`src/psi_pkg.sv`:
```
// Shared constants for the per-port status, interrupt summary and pin
// polarity block.
// Assumes a 16-bit register port with byte addresses as printed and a
// single 25 MHz system clock.
package psi_pkg;

    // ------------------------------------------------------------------
    // Register port geometry
    // ------------------------------------------------------------------
    localparam int ADDR_W = 8;
    localparam int DATA_W = 16;

    // ------------------------------------------------------------------
    // Register offsets
    // ------------------------------------------------------------------
    localparam logic [7:0] OFS_TX_POL = 8'h4A;
    localparam logic [7:0] OFS_RX_POL = 8'h4C;
    localparam logic [7:0] OFS_SUMMARY = 8'h50;
    localparam logic [7:0] OFS_LIVE = 8'h52;
    localparam logic [7:0] OFS_LATCHED = 8'h54;
    localparam logic [7:0] OFS_IRQ_EN = 8'h56;
    localparam logic [7:0] OFS_PORT_CTRL = 8'h58;

    // ------------------------------------------------------------------
    // Writable masks and reset values
    // ------------------------------------------------------------------
    localparam logic [15:0] TX_POL_MASK = 16'h0007;
    localparam logic [15:0] RX_POL_MASK = 16'h76DE;
    localparam logic [15:0] LATCHED_MASK = 16'h00C7;
    localparam logic [15:0] IRQ_EN_MASK = 16'h0007;
    localparam logic [15:0] POL_RESET = 16'h0000;
    localparam logic [2:0] IRQ_EN_RESET = 3'h0;

    // ------------------------------------------------------------------
    // Field positions
    // ------------------------------------------------------------------
    // Transmit polarity register
    localparam int TXP_LINE_CLOCK = 2;
    localparam int TXP_CLOCK_OUT = 1;
    localparam int TXP_CLOCK_IN = 0;
    // Receive polarity register
    localparam int RXP_PAYLOAD_DATA = 14;
    localparam int RXP_OH_ENABLE_IN = 13;
    localparam int RXP_FRAME_START_OUT = 12;
    localparam int RXP_OH_SERIAL = 10;
    localparam int RXP_OH_FRAME_START = 9;
    localparam int RXP_OH_DATA = 7;
    localparam int RXP_OH_CLOCK = 6;
    localparam int RXP_NEG_RAIL = 4;
    localparam int RXP_POS_RAIL = 3;
    localparam int RXP_LINE_CLOCK = 2;
    localparam int RXP_CLOCK_OUT = 1;
    // Summary, status and latched registers
    localparam int SUM_PORT_STATUS = 9;
    localparam int ST_DRIVER_OVERLOAD = 2;
    localparam int ST_LOCK_LOST = 1;
    localparam int ST_PERF_DONE = 0;
    localparam int LAT_RX_CLOCK_SEEN = 7;
    localparam int LAT_TX_CLOCK_SEEN = 6;
    // Port control register
    localparam int CTL_GLOBAL_IRQ_EN = 0;
    localparam int CTL_PERF_REQUEST = 1;

    // ------------------------------------------------------------------
    // Pin vector layout
    // ------------------------------------------------------------------
    localparam int N_IN = 6;
    localparam int IN_TX_LINE_CLK = 0;
    localparam int IN_TX_CLK = 1;
    localparam int IN_RX_OH_EN = 2;
    localparam int IN_RX_NEG = 3;
    localparam int IN_RX_POS = 4;
    localparam int IN_RX_LINE_CLK = 5;
    localparam int N_OUT = 8;
    localparam int OUT_TX_CLK = 0;
    localparam int OUT_RX_PAYLOAD = 1;
    localparam int OUT_RX_FRAME_START = 2;
    localparam int OUT_RX_OH_SERIAL = 3;
    localparam int OUT_RX_OH_FRAME_START = 4;
    localparam int OUT_RX_OH_DATA = 5;
    localparam int OUT_RX_OH_CLK = 6;
    localparam int OUT_RX_CLK = 7;
    localparam int N_PERF = 4;

    // ------------------------------------------------------------------
    // Timing
    // ------------------------------------------------------------------
    localparam int SYS_CLK_NS = 40;
    localparam int ACT_WINDOW_NS = 10240;
    localparam int ACT_WINDOW_CYC = ACT_WINDOW_NS / SYS_CLK_NS;
    localparam logic [7:0] ACT_WINDOW_LAST = 8'(ACT_WINDOW_CYC - 1);

endpackage

```
`src/psi_clk_activity.sv`:
```
// Clock activity detector: flags a monitored clock that toggles within
// a fixed window of system clock cycles.
// Assumes the monitored clock is far slower than half the system clock
// and toggles at least once per window; faster clocks can alias and then
// show as idle.
`timescale 1ns/1ps
module psi_clk_activity
    import psi_pkg::*;
(
    input wire logic sys_clk_in,
    input wire logic rst_in,
    input wire logic clk_sig_in,
    output logic seen_out
);

    // ------------------------------------------------------------------
    // State
    // ------------------------------------------------------------------
    typedef struct packed {
        logic sync1;
        logic sync2;
        logic sync3;
        logic [7:0] cnt;
        logic edge_seen;
        logic seen;
    } psi_act_s;

    psi_act_s s_q;
    psi_act_s s_d;

    // Window count and edge capture; first sync stage feeds only stage two
    always_comb begin
        s_d = s_q;
        s_d.sync1 = clk_sig_in;
        s_d.sync2 = s_q.sync1;
        s_d.sync3 = s_q.sync2;
        s_d.seen = 1'b0;
        if (s_q.cnt == ACT_WINDOW_LAST) begin
            s_d.cnt = 8'h00;
            s_d.seen = s_q.edge_seen | (s_q.sync2 ^ s_q.sync3); // [RULE23]
            s_d.edge_seen = 1'b0;
        end else begin
            s_d.cnt = s_q.cnt + 8'h01;
            s_d.edge_seen = s_q.edge_seen | (s_q.sync2 ^ s_q.sync3);
        end
    end

    // Register the state
    always_ff @(posedge sys_clk_in) begin
        if (rst_in) begin
            s_q <= '0;
        end else begin
            s_q <= s_d;
        end
    end

    assign seen_out = s_q.seen;

endmodule

```
`src/psi_port_status.sv`:
```
// Per-port pin polarity control, port status/latched/enable registers and
// the port interrupt summary.
// Assumes sub-block summary inputs are already masked by their own enables
// and all pins are synchronous to sys_clk_in except the monitored clocks.
`timescale 1ns/1ps

// Function
// RULE1 - Transmit clock pins inverted by bits 2..0
// RULE2 - Receive payload, enable, frame start inverted
// RULE3 - Overhead serial and frame start inverted
// RULE4 - Overhead data and clock pins inverted
// RULE5 - Rail and line clock inputs inverted
// RULE6 - Receive clock out inverted; invert bits reset zero
// RULE7 - Summary bit 9: enabled latched port bits
// RULE8 - Summary bit 8: line code block
// RULE9 - Summary bits 7..5: trace, alarm, link
// RULE10 - Summary bits 4, 3: bit test, FIFOs
// RULE11 - Summary bits 2..0: cell, convergence, framer
// RULE12 - Interrupt pin needs summary and global enable
// RULE13 - Live bit 2 shows driver overload
// RULE14 - Live bit 1 shows lock lost
// RULE15 - Live bit 0 ANDs active update statuses
// RULE16 - Host holds update request until done
// RULE17 - Latched bits 7, 6 show clock activity
// RULE18 - Latched bit 2 on overload rise
// RULE19 - Latched bit 1 on lock loss rise
// RULE20 - Latched bit 0 on update done rise
// RULE21 - Enables gate latched bits, reset zero
// RULE22 - Latched bits clear on write one
// RULE23 - Clock active if edge within window
module psi_port_status
    import psi_pkg::*;
(
    input wire logic sys_clk_in,
    input wire logic rst_in,
    input wire logic [ADDR_W-1:0] addr_in,
    input wire logic [DATA_W-1:0] wr_data_in,
    input wire logic wr_in,
    input wire logic rd_in,
    output logic [DATA_W-1:0] rd_data_out,
    input wire logic [N_IN-1:0] pins_in,
    output logic [N_IN-1:0] core_in_out,
    input wire logic [N_OUT-1:0] core_out_in,
    output logic [N_OUT-1:0] pins_out,
    input wire logic [8:0] sub_summary_in,
    input wire logic driver_overload_in,
    input wire logic rx_lock_lost_in,
    input wire logic [N_PERF-1:0] perf_status_in,
    input wire logic [N_PERF-1:0] perf_active_in,
    input wire logic recovered_clk_in,
    output logic perf_update_request_out,
    output logic irq_out
);

    // ------------------------------------------------------------------
    // Helper functions
    // ------------------------------------------------------------------

    // Address match, used by both the write and the read decode
    function automatic logic hit(input logic [ADDR_W-1:0] a, input logic [7:0] ofs);
        hit = (a == ofs);
    endfunction

    // Invert mask for the pins entering the device
    function automatic logic [N_IN-1:0] in_mask(input logic [2:0] txp, input logic [15:0] rxp);
        in_mask = '0;
        in_mask[IN_TX_LINE_CLK] = txp[TXP_LINE_CLOCK];
        in_mask[IN_TX_CLK] = txp[TXP_CLOCK_IN];
        in_mask[IN_RX_OH_EN] = rxp[RXP_OH_ENABLE_IN];
        in_mask[IN_RX_NEG] = rxp[RXP_NEG_RAIL];
        in_mask[IN_RX_POS] = rxp[RXP_POS_RAIL];
        in_mask[IN_RX_LINE_CLK] = rxp[RXP_LINE_CLOCK];
    endfunction

    // Invert mask for the pins the device drives
    function automatic logic [N_OUT-1:0] out_mask(input logic [2:0] txp,
                                                  input logic [15:0] rxp);
        out_mask = '0;
        out_mask[OUT_TX_CLK] = txp[TXP_CLOCK_OUT];
        out_mask[OUT_RX_PAYLOAD] = rxp[RXP_PAYLOAD_DATA];
        out_mask[OUT_RX_FRAME_START] = rxp[RXP_FRAME_START_OUT];
        out_mask[OUT_RX_OH_SERIAL] = rxp[RXP_OH_SERIAL];
        out_mask[OUT_RX_OH_FRAME_START] = rxp[RXP_OH_FRAME_START];
        out_mask[OUT_RX_OH_DATA] = rxp[RXP_OH_DATA];
        out_mask[OUT_RX_OH_CLK] = rxp[RXP_OH_CLOCK];
        out_mask[OUT_RX_CLK] = rxp[RXP_CLOCK_OUT];
    endfunction

    // ------------------------------------------------------------------
    // State
    // ------------------------------------------------------------------
    typedef struct packed {
        logic [2:0] tx_pol;
        logic [15:0] rx_pol;
        logic [8:0] sub_sum;
        logic [2:0] live;
        logic [7:0] latched;
        logic [2:0] irq_en;
        logic glob_en;
        logic perf_req;
        logic [N_IN-1:0] core_in;
        logic [N_OUT-1:0] pin_out;
        logic irq;
        logic [DATA_W-1:0] rd_data;
    } psi_state_s;

    psi_state_s s_q;
    psi_state_s s_d;

    logic tx_clk_seen;
    logic rx_pin_seen;
    logic rx_rec_seen;
    logic [N_IN-1:0] in_inv;
    logic [N_OUT-1:0] out_inv;
    logic [2:0] live_new;
    logic [7:0] latch_set;
    logic [7:0] latch_clr;
    logic port_sum;
    logic [15:0] summary;

    // ------------------------------------------------------------------
    // Clock activity monitors
    // ------------------------------------------------------------------

    // Raw pins are watched: polarity does not change whether a clock toggles
    psi_clk_activity u_act_tx (
        .sys_clk_in(sys_clk_in),
        .rst_in(rst_in),
        .clk_sig_in(pins_in[IN_TX_CLK]),
        .seen_out(tx_clk_seen)
    );

    psi_clk_activity u_act_rx_pin (
        .sys_clk_in(sys_clk_in),
        .rst_in(rst_in),
        .clk_sig_in(pins_in[IN_RX_LINE_CLK]),
        .seen_out(rx_pin_seen)
    );

    // Separate monitor so no gate sits ahead of a synchroniser
    psi_clk_activity u_act_rx_rec (
        .sys_clk_in(sys_clk_in),
        .rst_in(rst_in),
        .clk_sig_in(recovered_clk_in),
        .seen_out(rx_rec_seen)
    );

    // ------------------------------------------------------------------
    // Status decode
    // ------------------------------------------------------------------

    // Polarity masks from the stored invert bits
    assign in_inv = in_mask(s_q.tx_pol, s_q.rx_pol);
    assign out_inv = out_mask(s_q.tx_pol, s_q.rx_pol);

    // Live status; idle update sources count as done
    assign live_new[ST_DRIVER_OVERLOAD] = driver_overload_in; // [RULE13]
    assign live_new[ST_LOCK_LOST] = rx_lock_lost_in; // [RULE14]
    assign live_new[ST_PERF_DONE] = &(perf_status_in | ~perf_active_in); // [RULE15]

    // Latch set events: rising live edges and clock activity
    assign latch_set[2:0] = live_new & ~s_q.live; // [RULE18] [RULE19] [RULE20]
    assign latch_set[5:3] = 3'h0;
    assign latch_set[LAT_TX_CLOCK_SEEN] = tx_clk_seen; // [RULE17]
    assign latch_set[LAT_RX_CLOCK_SEEN] = rx_pin_seen | rx_rec_seen; // [RULE17]

    // Write-one-to-clear strobe
    assign latch_clr = (wr_in && hit(addr_in, OFS_LATCHED)) ?
                       (wr_data_in[7:0] & LATCHED_MASK[7:0]) : 8'h00; // [RULE22]

    // Port bit of the summary: only enabled latched bits count
    assign port_sum = |(s_q.latched[2:0] & s_q.irq_en); // [RULE7] [RULE21]
    assign summary = {6'h00, port_sum, s_q.sub_sum}; // [RULE8] [RULE9] [RULE10] [RULE11]

    // ------------------------------------------------------------------
    // Next state
    // ------------------------------------------------------------------
    always_comb begin
        s_d = s_q;
        // Pin paths are registered so every output leaves a flop
        s_d.core_in = pins_in ^ in_inv; // [RULE1] [RULE2] [RULE5]
        s_d.pin_out = core_out_in ^ out_inv; // [RULE1] [RULE3] [RULE4] [RULE6]
        s_d.sub_sum = sub_summary_in;
        s_d.live = live_new;
        // Set wins over a clear in the same cycle
        s_d.latched = (s_q.latched & ~latch_clr) | latch_set; // [RULE22]
        s_d.irq = (|summary) & s_q.glob_en; // [RULE12]
        // Register writes
        if (wr_in) begin
            if (hit(addr_in, OFS_TX_POL)) begin
                s_d.tx_pol = wr_data_in[2:0] & TX_POL_MASK[2:0];
            end
            if (hit(addr_in, OFS_RX_POL)) begin
                s_d.rx_pol = wr_data_in & RX_POL_MASK;
            end
            if (hit(addr_in, OFS_IRQ_EN)) begin
                s_d.irq_en = wr_data_in[2:0] & IRQ_EN_MASK[2:0]; // [RULE21]
            end
            if (hit(addr_in, OFS_PORT_CTRL)) begin
                s_d.glob_en = wr_data_in[CTL_GLOBAL_IRQ_EN];
                // Host keeps this high until the done bit reads high
                s_d.perf_req = wr_data_in[CTL_PERF_REQUEST]; // [RULE16]
            end
        end
        // Read data stand for exactly one cycle; unmapped reads return zero
        s_d.rd_data = '0;
        if (rd_in) begin
            if (hit(addr_in, OFS_TX_POL)) begin
                s_d.rd_data = {13'h0000, s_q.tx_pol};
            end else if (hit(addr_in, OFS_RX_POL)) begin
                s_d.rd_data = s_q.rx_pol;
            end else if (hit(addr_in, OFS_SUMMARY)) begin
                s_d.rd_data = summary;
            end else if (hit(addr_in, OFS_LIVE)) begin
                s_d.rd_data = {13'h0000, s_q.live};
            end else if (hit(addr_in, OFS_LATCHED)) begin
                s_d.rd_data = {8'h00, s_q.latched};
            end else if (hit(addr_in, OFS_IRQ_EN)) begin
                s_d.rd_data = {13'h0000, s_q.irq_en};
            end else if (hit(addr_in, OFS_PORT_CTRL)) begin
                s_d.rd_data = {14'h0000, s_q.perf_req, s_q.glob_en};
            end
        end
    end

    // ------------------------------------------------------------------
    // State register
    // ------------------------------------------------------------------
    always_ff @(posedge sys_clk_in) begin
        if (rst_in) begin
            s_q <= '0;
            s_q.tx_pol <= POL_RESET[2:0]; // [RULE6]
            s_q.rx_pol <= POL_RESET; // [RULE6]
            s_q.irq_en <= IRQ_EN_RESET; // [RULE21]
        end else begin
            s_q <= s_d;
        end
    end

    // Outputs straight from the state flops
    assign rd_data_out = s_q.rd_data;
    assign core_in_out = s_q.core_in;
    assign pins_out = s_q.pin_out;
    assign perf_update_request_out = s_q.perf_req;
    assign irq_out = s_q.irq;

    // ------------------------------------------------------------------
    // Checks
    // ------------------------------------------------------------------

    chk_tx_clock_pol: assert property (@(posedge sys_clk_in) disable iff (rst_in) // [RULE1]
        !$past(rst_in) |-> pins_out[OUT_TX_CLK] ==
            ($past(core_out_in[OUT_TX_CLK]) ^ $past(s_q.tx_pol[TXP_CLOCK_OUT])))
        else $error("tx clock out polarity wrong");

    chk_rx_payload_pol: assert property (@(posedge sys_clk_in) disable iff (rst_in) // [RULE2]
        !$past(rst_in) |-> pins_out[OUT_RX_PAYLOAD] ==
            ($past(core_out_in[OUT_RX_PAYLOAD]) ^ $past(s_q.rx_pol[RXP_PAYLOAD_DATA])))
        else $error("rx payload polarity wrong");

    chk_rx_rail_pol: assert property (@(posedge sys_clk_in) disable iff (rst_in) // [RULE5]
        !$past(rst_in) |-> core_in_out[IN_RX_POS] ==
            ($past(pins_in[IN_RX_POS]) ^ $past(s_q.rx_pol[RXP_POS_RAIL])))
        else $error("rx positive rail polarity wrong");

    chk_pol_reset_zero: assert property (@(posedge sys_clk_in) disable iff (rst_in) // [RULE6]
        $past(rst_in) |-> (s_q.tx_pol == 3'h0) && (s_q.rx_pol == 16'h0000))
        else $error("invert bits not zero after reset");

    chk_irq_gating: assert property (@(posedge sys_clk_in) disable iff (rst_in) // [RULE12]
        !$past(rst_in) |-> irq_out == ($past(|summary) && $past(s_q.glob_en)))
        else $error("interrupt pin not gated by summary and global enable");

    chk_overload_live: assert property (@(posedge sys_clk_in) disable iff (rst_in) // [RULE13]
        !$past(rst_in) |-> s_q.live[ST_DRIVER_OVERLOAD] == $past(driver_overload_in))
        else $error("overload live bit does not follow input");

    chk_overload_latch: assert property (@(posedge sys_clk_in) disable iff (rst_in) // [RULE18]
        $rose(s_q.live[ST_DRIVER_OVERLOAD]) |-> s_q.latched[ST_DRIVER_OVERLOAD])
        else $error("overload rise not latched");

    chk_lock_latch: assert property (@(posedge sys_clk_in) disable iff (rst_in) // [RULE19]
        $rose(s_q.live[ST_LOCK_LOST]) |-> s_q.latched[ST_LOCK_LOST])
        else $error("lock loss rise not latched");

    chk_latch_hold: assert property (@(posedge sys_clk_in) disable iff (rst_in) // [RULE22]
        s_q.latched[ST_PERF_DONE] && !(wr_in && hit(addr_in, OFS_LATCHED)
            && wr_data_in[ST_PERF_DONE]) |=> s_q.latched[ST_PERF_DONE])
        else $error("latched bit dropped without a clear");

    chk_port_summary: assert property (@(posedge sys_clk_in) disable iff (rst_in) // [RULE7]
        s_q.latched[ST_LOCK_LOST] && s_q.irq_en[ST_LOCK_LOST] && s_q.glob_en
            |=> irq_out)
        else $error("enabled latched bit did not raise interrupt");

    chk_read_slot: assert property (@(posedge sys_clk_in) disable iff (rst_in)
        !$past(rd_in) |-> rd_data_out == 16'h0000)
        else $error("read data outside its slot");

    // Overhead pins: a wrong bit index here would only show on a board
    chk_oh_clock_pol: assert property (@(posedge sys_clk_in) disable iff (rst_in) // [RULE4]
        !$past(rst_in) |-> pins_out[OUT_RX_OH_CLK] ==
            ($past(core_out_in[OUT_RX_OH_CLK]) ^ $past(s_q.rx_pol[RXP_OH_CLOCK])))
        else $error("rx overhead clock polarity wrong");

    chk_oh_serial_pol: assert property (@(posedge sys_clk_in) disable iff (rst_in) // [RULE3]
        !$past(rst_in) |-> pins_out[OUT_RX_OH_SERIAL] ==
            ($past(core_out_in[OUT_RX_OH_SERIAL]) ^ $past(s_q.rx_pol[RXP_OH_SERIAL])))
        else $error("rx overhead serial polarity wrong");

    // Live and latched status
    chk_lock_live: assert property (@(posedge sys_clk_in) disable iff (rst_in) // [RULE14]
        !$past(rst_in)
            |-> s_q.live[ST_LOCK_LOST] == $past(rx_lock_lost_in))
        else $error("lock lost live bit wrong");

    chk_perf_live: assert property (@(posedge sys_clk_in) disable iff (rst_in) // [RULE15]
        !$past(rst_in)
            |-> s_q.live[ST_PERF_DONE] == $past(&(perf_status_in | ~perf_active_in)))
        else $error("update done bit wrong");

    chk_perf_latch: assert property (@(posedge sys_clk_in) disable iff (rst_in) // [RULE20]
        $rose(s_q.live[ST_PERF_DONE])
            |-> s_q.latched[ST_PERF_DONE])
        else $error("update done rise not latched");

    chk_tx_clock_seen: assert property (@(posedge sys_clk_in) disable iff (rst_in) // [RULE17]
        tx_clk_seen
            |=> s_q.latched[LAT_TX_CLOCK_SEEN])
        else $error("tx clock activity not latched");

    chk_rx_clock_seen: assert property (@(posedge sys_clk_in) disable iff (rst_in) // [RULE17]
        rx_pin_seen || rx_rec_seen
            |=> s_q.latched[LAT_RX_CLOCK_SEEN])
        else $error("rx clock activity not latched");

    chk_latch_clear: assert property (@(posedge sys_clk_in) disable iff (rst_in) // [RULE22]
        latch_clr[ST_LOCK_LOST] && !latch_set[ST_LOCK_LOST]
            |=> !s_q.latched[ST_LOCK_LOST])
        else $error("write one did not clear latched bit");

    chk_enable_gate: assert property (@(posedge sys_clk_in) disable iff (rst_in) // [RULE21]
        (s_q.irq_en == 3'h0) && (s_q.sub_sum == 9'h000)
            |=> !irq_out)
        else $error("interrupt with no enabled source");

endmodule

```
`config.mk`:
```
export PLATFORM = sky130hd
export DESIGN_NAME = psi_port_status
export DESIGN_NICKNAME = d
export VERILOG_FILES = /design/src/psi_pkg.sv /design/src/psi_clk_activity.sv /design/src/psi_port_status.sv
export SDC_FILE = /design/constraint.sdc
export NUM_CORES = 1
export LEC_CHECK = 0
export BUFFER_PORTS_ARGS = -buffer_cell sky130_fd_sc_hd__buf_2
export CORE_ASPECT_RATIO = 0.9
export CORE_MARGIN = 2
export CORE_UTILIZATION = 25
export CTS_CLUSTER_SIZE = 30
export DETAILED_ROUTE_END_ITERATION = 6
export GPL_TIMING_DRIVEN = 0
export PLACE_DENSITY_LB_ADDON = 0.15
export SYNTH_ARGS = -nofsm -noshare
export SYNTH_HDL_FRONTEND = slang
export SYNTH_SLANG_ARGS = --single-unit
```
`constraint.sdc`:
```
create_clock -name sys_clk_in -period 1.4 [get_ports sys_clk_in]
set_input_delay 0.07 -clock sys_clk_in [delete_from_list [all_inputs] [get_ports sys_clk_in]]
set_output_delay 0.07 -clock sys_clk_in [all_outputs]
set_load 0.01 [all_outputs]
```
---- Yosys cells after proc, flatten, opt, wreduce, memory -nomap -nowiden ----
Index checks and enable logic that the tools add are counted.
storage, ports and cells
  flip-flop bits (word level) ............. 108
  output and inout bits ................... 32
operators by class
  add/sub/neg operators ................... 3
  equality and inequality tests ........... 10
  multiplexer cells ....................... 8
  bitwise gates (word level) .............. 22
  reduce and logical (&&, ||, !) cells .... 16
operators by type and width
  cell                   count
  $eq A8 B7 Y1 const B   7
  $add A8 B1 Y8 const B  3
  $eq A8 B8 Y1 const B   3
  $mux W8                3
  $mux W15               1
  $reduce_or A2 Y1       7
  $reduce_or A12 Y1      1
  $mux W10               1
  $and A8 B8 Y8          1
  $not A8 Y8             1
  $or A8 B8 Y8           1
  $reduce_and A2 Y1      4
  $xor A8 B8 Y8          1
  $and A3 B3 Y3          2
  $mux W3                2
  $reduce_or A3 Y1       2
  $xor A6 B6 Y6          1
  $not A1 Y1             4
  $not A4 Y4             1
  $or A1 B1 Y1           4
  $or A4 B4 Y4           1
  $reduce_and A4 Y1      1
  $not A3 Y3             1
  $xor A1 B1 Y1          3
  3 further kinds        3

---- Depth between registers and ports, before layout ----
Gate-level depths: netlist of run 1.
  depth in word-level cells ............... 8
  depth in mapped cells ................... 6
  gate-level depth less buffers ........... 5

---- By module ----
A second synthesis of run 1 with hierarchy kept.
unflattened totals
  cells, all modules ...................... 431
  area, all modules ....................... 4151.5 um2
modules (own cells, without submodules)
  module            times used  cells an instance  area an instance (um2)
  psi_port_status   1           281                2732.6
  psi_clk_activity  3           50                 473.0

---- Worst setup path before layout of run 1 ----
No wires, ideal clock.
  path type ............................... input to register
  from .................................... in addr_in[0]
  to ...................................... reg s_q, in the netlist rd_data_out[3]
  library setup time ...................... 0.060 ns
  arrival time ............................ 1.374 ns
  required time ........................... 1.340 ns
  path slack .............................. -0.034 ns
  stages .................................. 4
  path buffers ............................ 0
  cells stage by stage .................... or4b_4 > or4_4 > nor2_4 > a22o_1
between the ends
  cells in the longest elaborated chain, start to end .. 5
  elaborated cells between the ends (all ways) .. 10
RTL lines
  item             RTL line                text
  start, declared  psi_port_status.sv:36   input wire logic [ADDR_W-1:0] addr_in,
  $eq A8 B7 Y1     psi_port_status.sv:61   hit = (a == ofs);
  $mux W8          psi_port_status.sv:216  end else if (hit(addr_in, OFS_LATCHED)) begin
  $mux W8          psi_port_status.sv:214  end else if (hit(addr_in, OFS_LIVE)) begin
  $mux W10         psi_port_status.sv:212  end else if (hit(addr_in, OFS_SUMMARY)) begin
  $mux W15         psi_port_status.sv:210  end else if (hit(addr_in, OFS_RX_POL)) begin
  end, declared    psi_port_status.sv:107  psi_state_s s_q;
Several ways; a longest one is shown, not always the timed one.
A chain may end at the register's enable or synchronous reset.

---- Worst setup path in the final report of run 1 ----
  from .................................... in addr_in[0]
  to ...................................... reg s_q, in the netlist rd_data_out[4]
The elaborated chain is that of the path after synthesis.

==> reports/results.ini, run 1 <==
[synth]
synthArstFlopShare_pct=0
synth.area.top_cells=dfxtp_1, buf_4, nor2_1
synth_top_family_by_area=simple AND/OR/NAND/NOR gates
synthAdderAreaFrac_pct=0.910
syn_area_per_cell_um2=9.76
ys_types=49
ys_seq_elements=104
synth-main-ff-cell=dfxtp_1
synth_edf_count=0
yosysTopAreaCell=dfxtp_1
synth_xor_area_share_pct=6.79
post-synth-top-area-fraction_pct=50.5
synth-compound-area-share_pct=6.03
synth_cells=423
yosysWarningCount=0
yosys.area_share.simple_pct=21.6
synth_mux_area_share_pct=6.12
synth_area_mm2=0.00413
synth-seq-area-share_pct=50.5

[placement]
gp_congestion=0.794
dp_hpwl_um=7260
numPortBuffers=86

[floorplanning]
coreArea_mm2=0.0161
fp.dieW_um=139
ioPinCount=94
die_h_um=126
dieArea_mm2=0.0176
fp-row-count=44
initial_core_util_pct=25.6

[global_route]
met3_usage_pct=4.60
grt_pass1_wl_um=16400
grt_use_total_pct=12.0
antenna_found_initial=1
grt_overflow_total=0
gr-usage-met1_pct=14.9
grt_max_degree=16
grt-busiest-layer=met2
grtUsageMet2_pct=20.0
grt_pass1_vias=3258

[timing]
fmax_ghz=0.739
rsz0062_at_grt=true
final_max_slew_viol_count=0
report.final.hold_viol_count=0
post-route-period-util_pct=96.7
setup_viol=0
fin_skew_ns=0.00628
relSlewSlack_pct=39.3
min_period_ns=1.35
worst_slew_pin_slew_ns=0.887

[setup_path]
crit_fanout=4
end_kind=flop
critPathMaxStageDelay_ns=0.59
required_ns=1.69
cpMaxStageDelayCell=or4b_4
crit_type=in2reg
cp_cell_sequence=buf_2, or4b_4, or4_4, nor2_4, a22o_1
worst_setup_path_start_kind=input port
crit_arrival_ns=1.65

[route]
wire_per_inst_um=13.1
ant_nets=0
wl_um=10100
drt_first_iter_violations=94
num_vias=3215
vias_per_cell=4.16
drc=0
drt_pass1_iterations=4

[power]
power.total_w=0.00616
p_leak_nw=2.40
peakVddDrop_uv=573
power.density_mw_per_mm2=1100

[cts]
path_clk_slew_ns=0.07
htreeDepth=3
cts.sinks=104
clock_latency_ns=0.35
cts_buffers=9
cts_root_buf=clkbuf_16
clk_path_buf_depth=2
cts_tree=built

[finish]
finalCoreUtilization_pct=34.8
syn2layout_area_growth_pct=36.1
finalNetCount=626
layout.cells.most_common_list=dfxtp_1, buf_2, nor2_1
final_common_cell=dfxtp_1
drive_gt1_share_pct=29.3
num_antenna_cells=0
n_fill_cell=1651

[hold_path]
hp-class=in2reg

[flow_run]
max-cap-violations=0

[outcome]
status=finished, final reports clean

## sequential cells by signal, indices dropped and copies added (netlist names)
register	count
u_act_tx.s_d	2
rd_data_out	14
u_act_rx_pin.s_q	10
pins_out	8
s_q	21
u_act_tx.s_q	10
u_act_rx_rec.seen_out	1
out_inv	8
u_act_rx_pin.seen_out	1
perf_update_request_out	1
irq_out	1
in_inv	6
u_act_rx_pin.s_d	2
u_act_tx.seen_out	1
u_act_rx_rec.s_q	10
core_in_out	6
u_act_rx_rec.s_d	2
## routing by layer
metal	part of all wire, %	routed length [um]
met2	45	4580
met4	1.4	138
met3	6.3	637
met5	0.13	13
met1	47	4740
## logic make-up after synthesis
logic type | after synthesis
buffers and inverters | 57
XOR/XNOR | 32
AO/OA/AOI/OAI | 38
adder cells (fa/ha/maj) | 3
other | 1
flip-flops | 104
AND/OR/NAND/NOR | 164
multiplexers | 24
## metrics by stage
stage          cell area, um2  setup WS, ns  hold slack [ns]  cells  setup TNS (ns)
6_report                 5620        0.0462           0.0200    773               0
3_3_place_gp             4820        -0.694            0.286    717          -20.98
5_1_grt                  5620       -0.0290           0.0307    773         -0.0290
4_1_cts                  5520       0.00858          0.00869    771               0
3_5_place_dp             4820        -0.725            0.288    717          -22.79
2_1_floorplan            4130       -0.0332            0.182    424          -0.206
## worst max-delay path, delay by kind of cell
family | cells | cell delay [ns]
simple gates | 3 | 1.30
compound gates | 1 | 0.15
buf+inv | 1 | 0.12
## cells in the mapped netlist (2+ instances only)
| master | instances |
|---|---|
| dfxtp_1 | 104 |
| nor2_1 | 62 |
| buf_4 | 31 |
| nor2b_1 | 24 |
| mux2i_1 | 23 |
| xnor2_1 | 17 |
| xor2_1 | 15 |
| inv_1 | 14 |
| nand2_1 | 11 |
| clkbuf_1 | 10 |
| nand3_1 | 10 |
| o21ai_0 | 10 |
| a21oi_1 | 9 |
| and2_1 | 9 |
| nand2b_1 | 7 |
| nand4_1 | 5 |
| nor3_1 | 5 |
| nand3b_1 | 4 |
| nor4_1 | 4 |
| or3_1 | 4 |
| a21o_1 | 3 |
| and3_1 | 3 |
| ha_1 | 3 |
| nor3b_1 | 3 |
| o2bb2ai_1 | 3 |
| or2_2 | 3 |
| a22o_1 | 2 |
| nand4b_1 | 2 |
| o21bai_1 | 2 |
| o22ai_1 | 2 |
## report_power, final
part	total (W)	internal [W]	switching (W)
sequential	0.00310	0.00305	0.0000506
combinational	0.000517	0.000278	0.000239
clock	0.00255	0.00149	0.00106
## area by class of cell
| type | count | area, um2 | share of cell area, % |
|---|---|---|---|
| Sequential cell | 104 | 2080 | 37.1 |
| Multi-Input combinational cell | 263 | 1810 | 32.2 |
| Timing Repair Buffer | 127 | 826 | 14.7 |
| Buffer | 42 | 283 | 5.03 |
| Clock buffer | 14 | 264 | 4.70 |
| Tap cell | 207 | 259 | 4.61 |
| Inverter | 14 | 52.6 | 0.935 |
| Clock inverter | 2 | 37.5 | 0.668 |
## what timing repair did
item / 4_1_cts / 5_1_grt
resized for setup: 4 / 21
hold buffers: 35 / 0
hold endpoints to repair: 37 / 0
endpoints found under the setup margin: 42 / 53
pin swaps: 2 / 1
setup buffers: 4 / 2
## worst paths after layout
check	from	to	slack, ns	depth (start not counted)
max	addr_in[0]	rd_data_out[4]	0.05	5
min	wr_data_in[0]	in_inv[1]	0.02	3
max reg2reg	s_q[34]	irq_out	0.08	5
min reg2reg	u_act_tx.s_q[2]	u_act_tx.s_q[2]	0.43	1
(Power assumes the default switching activity.)
==> inputs of run 2 (changes only) <==
- clock period: 1.4 -> 1.14 ns (I/O delays scaled with it)
==> run 2 against run 1 <==
The flow now finishes with violations (hold timing, setup timing). Sequential power grew 23%. Clock-buffer cell count shrank 4. Critical path depth is the same. Non-clock buffer count grew 24. Critical path type unchanged. Largest cell class unchanged. Highest routed layer is now met4.
==> reports/results.ini, run 2 (synthesis gave the netlist of run 1 again) <==
[power]
peakVddDrop_uv=860  ; was 573 uV
power.total_w=0.00793  ; was 0.00616 W
p_leak_nw=2.59  ; was 2.40 nW
power.density_mw_per_mm2=1300  ; was 1100 mW/mm2

[timing]
relSlewSlack_pct=49.4  ; was 39.3%
report.final.hold_viol_count=1  ; was 0
final_max_slew_viol_count=0  ; unchanged
worst_slew_pin_slew_ns=0.757  ; was 0.887 ns
fin_setup_tns_ns=-3.61  ; was 0 ns
post-route-period-util_pct=115
fmax_ghz=0.764
min_period_ns=1.31
setup_viol=28  ; was 0
fin_skew_ns=0.00560  ; was 0.00628 ns
setup_ws_ns=-0.169  ; was 0.0462 ns
fin_hold_ws_ns=-0.0280  ; was 0.0200 ns
rsz0062_at_grt=true  ; unchanged

[route]
wl_um=10600  ; was 10,100 um
drc=0  ; unchanged
drt_pass1_iterations=4  ; unchanged
drt_first_iter_violations=70  ; was 94
wire_per_inst_um=13.3  ; was 13.1 um
num_vias=3327  ; was 3,215
ant_nets=0  ; unchanged
vias_per_cell=4.17  ; was 4.16

[finish]
seqCellArea_mm2=0.00210  ; was 0.00208 mm2
syn2layout_area_growth_pct=47.9  ; was 36.1%
post-route-cell-area_mm2=0.00610  ; was 0.00562 mm2
n_fill_cell=1604  ; was 1,651
largest_reg_flops=21  ; unchanged
num_antenna_cells=0  ; unchanged
final_common_cell=dfxtp_1  ; unchanged
drive_gt1_share_pct=38.1  ; was 29.3%
layout.cells.most_common_list=dfxtp_1, buf_2, nor2_1  ; unchanged
finalNetCount=650  ; was 626
multiInputGateArea_mm2=0.00200  ; was 0.00181 mm2
top_register=s_q  ; unchanged

[cts]
cts_root_buf=clkbuf_16  ; unchanged
cts_buffers=9  ; unchanged
cts.sinks=104  ; unchanged
htreeDepth=3  ; unchanged
cts_tree=built  ; unchanged
clk_path_buf_depth=2  ; unchanged
hold_buffers=36  ; was 35
clock_latency_ns=0.35  ; about the same
path_clk_slew_ns=0.07  ; about the same

[hold_path]
hold_start=perf_active_in[2]  ; was wr_data_in[0]
min_to=s_q[44]  ; was in_inv[1]
hp-class=in2reg  ; unchanged
hold_depth=2  ; was 3

[global_route]
grt_pass1_wl_um=16900  ; was 16,400 um
grt_use_total_pct=12.5  ; was 12.0%
grt_overflow_total=0  ; unchanged
grt_max_degree=18  ; was 16
grt_pass1_vias=3324  ; was 3,258
antenna_found_initial=0  ; was 1

[setup_path]
required_ns=1.43  ; was 1.69 ns
end_kind=flop  ; unchanged
reg2reg_depth=5  ; unchanged
crit_arrival_ns=1.60  ; was 1.65 ns
crit_type=in2reg  ; unchanged
rr_startpoint=s_q[34]  ; unchanged
r2r_end=irq_out  ; unchanged
r2r_slack_ns=-0.14  ; was 0.08 ns
worst_setup_path_start_kind=input port  ; unchanged
crit_fanout=4  ; unchanged

[placement]
dp_hpwl_um=7350  ; was 7260 um
dp_slack_ns=-0.902  ; was -0.725 ns
gp_congestion=0.810  ; was 0.794
placed_area_mm2=0.00495  ; was 0.00482 mm2
numPortBuffers=86  ; unchanged

[outcome]
violations=hold timing, setup timing
status=complete, but fails checks  ; was finished, final reports clean

[floorplanning]
coreArea_mm2=0.0161  ; unchanged
fp.dieW_um=139  ; unchanged
fp-row-count=44  ; unchanged
initial_core_util_pct=25.6  ; unchanged
die_h_um=126  ; unchanged
ioPinCount=94  ; unchanged
dieArea_mm2=0.0176  ; unchanged

[flow_run]
max-cap-violations=0  ; unchanged

[run 2: cell count changes in the layout (fill, tap and decap cells not counted), sizes merged]
cell / previous run / this run
buf: 125 / 148
clkbuf: 23 / 19
clkinv: 0 / 2
bufinv: 1 / 2
dlygate4sd3: 35 / 36
inv: 14 / 15
[run 2: area by class of cell]
class                      count  area share, %
buffer                        42           4.74
clock buffer                  10           3.92
clock inverter                 6           1.48
inverter                      14          0.861
multi-input combinational    263           32.8
sequential                   104           34.4
tap                          207           4.24
timing repair buffer         151           17.6
[run 2: repair_timing]
| action | 4_1_cts | 5_1_grt |
|---|---|---|
| endpoints found under the setup margin | 51 | 39 |
| cloned | 1 | 0 |
| gates resized for setup | 36 | 30 |
| hold endpoints to repair | 41 | 1 |
| pin swaps | 17 | 15 |
| buffers inserted | 20 | 8 |
[run 2: critical path, stage by stage]
cell    delay (ns)
buf_8         0.09
or4b_4        0.58
or4_4         0.57
nor2_4        0.15
a22o_1        0.15
[run 2: worst max-delay path by stage]
stage,start,end,slack (ns),depth (start not counted)
finish,addr_in[0],rd_data_out[3],-0.17,5
global route,s_q[34],irq_out,-0.26,5
CTS,s_q[34],irq_out,-0.16,5
detailed placement,rst_in,u_act_rx_rec.s_q[4],-0.90,5
global placement,rst_in,u_act_rx_rec.s_q[4],-0.80,5
floorplan,addr_in[0],rd_data_out[3],-0.28,4
[run 2: report_power, final]
group	switching, W	total (W)	internal, W
clock network	0.00137	0.00336	0.00199
registers	0.0000722	0.00382	0.00375
logic	0.000334	0.000753	0.000418
[run 2: through the flow]
| step | std cells | util [%] | hold WS (ns) |
|---|---|---|---|
| finish | 797 | 37.8 | -0.0280 |
| detailed placement | 717 | 30.7 | 0.272 |
| floorplan | 424 | - | 0.169 |
| global placement | 717 | 30.7 | 0.273 |
| global route | 797 | 37.8 | -0.000830 |
| CTS | 789 | 36.8 | 0.00571 |
[run 2: per-layer routing]
| layer | wire [um] | vias to the layer above | global-route usage (%) | part of all wire (%) |
|---|---|---|---|---|
| met4 | 158 | 0 | 3.39 | 1.5 |
| met5 | 0 | - | 0 | 0 |
| met2 | 4960 | 85 | 20.7 | 47 |
| met1 | 4850 | 1534 | 15.7 | 46 |
| met3 | 633 | 9 | 4.33 | 6.0 |
| li1 | - | 1699 | - | - |
==> inputs of run 3 (changes only) <==
- ABC_AREA: unset -> 1
==> run 3 against run 2 <==
The run ends with setup timing left. Register-to-register slack worse by 0.06 ns. Sequential power hardly changed. Routed wire length is 5.0% lower. Hold slack better by 0.036 ns. Synthesized cell count is 22% higher. Sequential share of layout area is 1.8 points higher. Die area is 0.68% lower. Clock skew hardly changed. Clock-buffer cell count is 1 higher. Largest cell class unchanged.
==> reports/results.ini, run 3 <==
[timing]
setup_ws_ns=-0.198  ; was -0.169 ns
final_max_slew_viol_count=0  ; unchanged
fmax_ghz=0.747  ; was 0.764 GHz
min_period_ns=1.34  ; was 1.31 ns
worst_slew_pin_slew_ns=0.722  ; was 0.757 ns
post-route-period-util_pct=117  ; was 115%
fin_skew_ns=0.00557  ; was 0.00560 ns
report.final.hold_viol_count=0  ; was 1
relSlewSlack_pct=51.9  ; was 49.4%
setup_viol=28  ; unchanged
rsz0062_at_grt=true  ; unchanged

[synth]
synth-seq-area-share_pct=50.8  ; was 50.5%
yosysTopAreaCell=dfxtp_1  ; unchanged
post-synth-top-area-fraction_pct=50.8  ; was 50.5%
synthArstFlopShare_pct=0  ; unchanged
ys_types=31  ; was 49
yosysWarningCount=0  ; unchanged
synth_area_mm2=0.00410  ; was 0.00413 mm2
synth_most_common_cell=dfxtp_1  ; unchanged
ys_seq_elements=104  ; unchanged
ys_top_cells_by_count=dfxtp_1, nor2_1, inv_1, nand2_1  ; was dfxtp_1, nor2_1, buf_4, nor2b_1, mux2i_1
synth_cells=516  ; was 423
synth_edf_count=0  ; unchanged
synth.area.top_cells=dfxtp_1, nor2_1, inv_1  ; was dfxtp_1, buf_4, nor2_1
syn_area_per_cell_um2=7.94  ; was 9.76 um2
synth-main-ff-cell=dfxtp_1  ; unchanged

[setup_path]
crit_arrival_ns=1.57  ; was 1.60 ns
end_kind=flop  ; unchanged
crit_type=reg2reg  ; was in2reg
worst_setup_path_start_kind=flop  ; was input port
required_ns=1.38  ; was 1.43 ns
crit_fanout=8  ; was 4

[route]
drc=0  ; unchanged
vias_per_cell=4.00  ; was 4.17
drt_first_iter_violations=87  ; was 70
num_vias=3499  ; was 3,327
wl_um=10100  ; was 10,600 um
ant_nets=0  ; unchanged
wire_per_inst_um=11.5  ; was 13.3 um
drt_pass1_iterations=4  ; unchanged

[cts]
path_clk_slew_ns=0.07  ; about the same
clock_latency_ns=0.34  ; was 0.35 ns
cts_root_buf=clkbuf_16  ; unchanged
cts_tree=built  ; unchanged
clk_path_buf_depth=2  ; unchanged
cts_buffers=9  ; unchanged
htreeDepth=3  ; unchanged
cts.sinks=104  ; unchanged

[finish]
multiInputGateArea_mm2=0.00169  ; was 0.00200 mm2
drive_gt1_share_pct=32.5  ; was 38.1%
largest_reg_flops=21  ; unchanged
seqCellArea_mm2=0.00210  ; unchanged
num_antenna_cells=0  ; unchanged
finalNetCount=728  ; was 650
top_register=s_q  ; unchanged
final_common_cell=dfxtp_1  ; unchanged
n_fill_cell=1708  ; was 1,604
layout.cells.most_common_list=dfxtp_1, buf_2, nor2_1  ; unchanged
finalCoreUtilization_pct=36.0  ; was 37.8%
syn2layout_area_growth_pct=41.4  ; was 47.9%

[global_route]
grt_pass1_vias=3384  ; was 3,324
grt_max_degree=17  ; was 18
grt_use_total_pct=11.8  ; was 12.5%
grt_overflow_total=0  ; unchanged
antenna_found_initial=0  ; unchanged
grt_pass1_wl_um=16500  ; was 16,900 um

[floorplanning]
ioPinCount=94  ; unchanged
fp.dieW_um=139  ; about the same
fp-row-count=44  ; unchanged
coreArea_mm2=0.0161  ; about the same
initial_core_util_pct=25.5  ; was 25.6%
dieArea_mm2=0.0174  ; was 0.0176 mm2
die_h_um=125  ; was 126 um

[hold_path]
hp-class=in2reg  ; unchanged

[outcome]
violations=setup timing  ; was hold timing, setup timing
status=complete, but fails checks  ; unchanged

[power]
power.density_mw_per_mm2=1300  ; about the same
power.total_w=0.00754  ; was 0.00793 W
p_leak_nw=2.65  ; was 2.59 nW
peakVddDrop_uv=721  ; was 860 uV

[placement]
gp_congestion=0.804  ; was 0.810
numPortBuffers=86  ; unchanged
dp_hpwl_um=7370  ; was 7350 um

[flow_run]
max-cap-violations=0  ; unchanged

-- run 3: cell count changes after synthesis, sizes merged, moves of 5 or more --
cell,before,now
a21oi,9,32
and2,9,0
inv,14,76
mux2i,23,0
nand2,11,59
nand2b,7,0
nand3,10,25
nor2,63,89
nor2b,24,0
nor3,6,11
o21ai,10,33
xor2,15,3
-- run 3: timing repair --
action,in CTS,in global routing
endpoints found under the hold margin,32,0
setup endpoints to repair,30,38
pin swaps,13,5
hold buffers,31,0
resized for setup,26,29
buffers inserted,12,6
-- run 3: logic make-up (layout without fill, tap and decap cells) --
logic type | after synthesis | count (layout) | synth area share (%)
buf+inv | 116 | 267 | 13.8
other cells | 1 | 2 | 0.0915
xor+xnor | 16 | 16 | 3.42
simple gates | 203 | 203 | 21.6
compound gates | 73 | 73 | 9.28
fa+ha+maj | 3 | 3 | 0.916
flops | 104 | 104 | 50.8
-- run 3: report_power, final --
group,switching (W),internal [W],leakage (nW)
sequential,0.0000639,0.00374,0.852
combinational,0.000318,0.000328,1.65
clock,0.00133,0.00176,0.145
-- run 3: final timing paths --
path	cells after the start	to	slack, ns	from
max	9	u_act_tx.s_q[9]	-0.20	u_act_tx.s_q[2]
min	3	in_inv[1]	0.008	wr_data_in[0]
max reg2reg	9	u_act_tx.s_q[9]	-0.20	u_act_tx.s_q[2]
min reg2reg	2	u_act_rx_rec.s_d[10]	0.40	u_act_rx_rec.s_d[11]
-- run 3: routing by layer --
metal	wire length, um	up-vias	GRT usage, %	share of wire (%)
met1	5160	1536	15.9	51
met5	0	-	0	0
met2	4370	67	18.5	43
met3	421	13	3.18	4.2
met4	118	0	3.33	1.2
li1	-	1883	-	-
-- run 3: metrics by stage --
step / area, um2 / hold WS (ns) / worst slack, ns / cells / TNS (ns)
2_1_floorplan: 4170 / 0.164 / -0.159 / 517 / -1.71
3_3_place_gp: 4860 / 0.271 / -0.293 / 810 / -9.56
3_5_place_dp: 4860 / 0.270 / -0.331 / 810 / -10.42
4_1_cts: 5660 / 0.000760 / -0.176 / 869 / -2.99
5_1_grt: 5790 / 0.0226 / -0.270 / 875 / -5.92
6_report: 5790 / 0.00777 / -0.198 / 875 / -3.35
-- run 3: final cells by class --
| cell class | instances | share of cell area (%) |
|---|---|---|
| flip-flops and latches | 104 | 36.2 |
| inverters | 76 | 4.92 |
| well taps | 207 | 4.47 |
| clock buffers | 11 | 4.19 |
| repair buffers | 135 | 15.2 |
| plain buffers | 40 | 4.86 |
| multi-input cells | 297 | 29.2 |
| clock inverters | 5 | 0.972 |
-- run 3: worst max-delay path, stage by stage (launching register included) --
cell     delay (ns)
dfxtp_4        0.37
ha_4           0.14
nand2_4        0.05
nor2_4         0.09
inv_2          0.06
nor2_4         0.08
and3_4         0.20
nand2_4        0.07
nand2_8        0.12
nor2_1         0.06
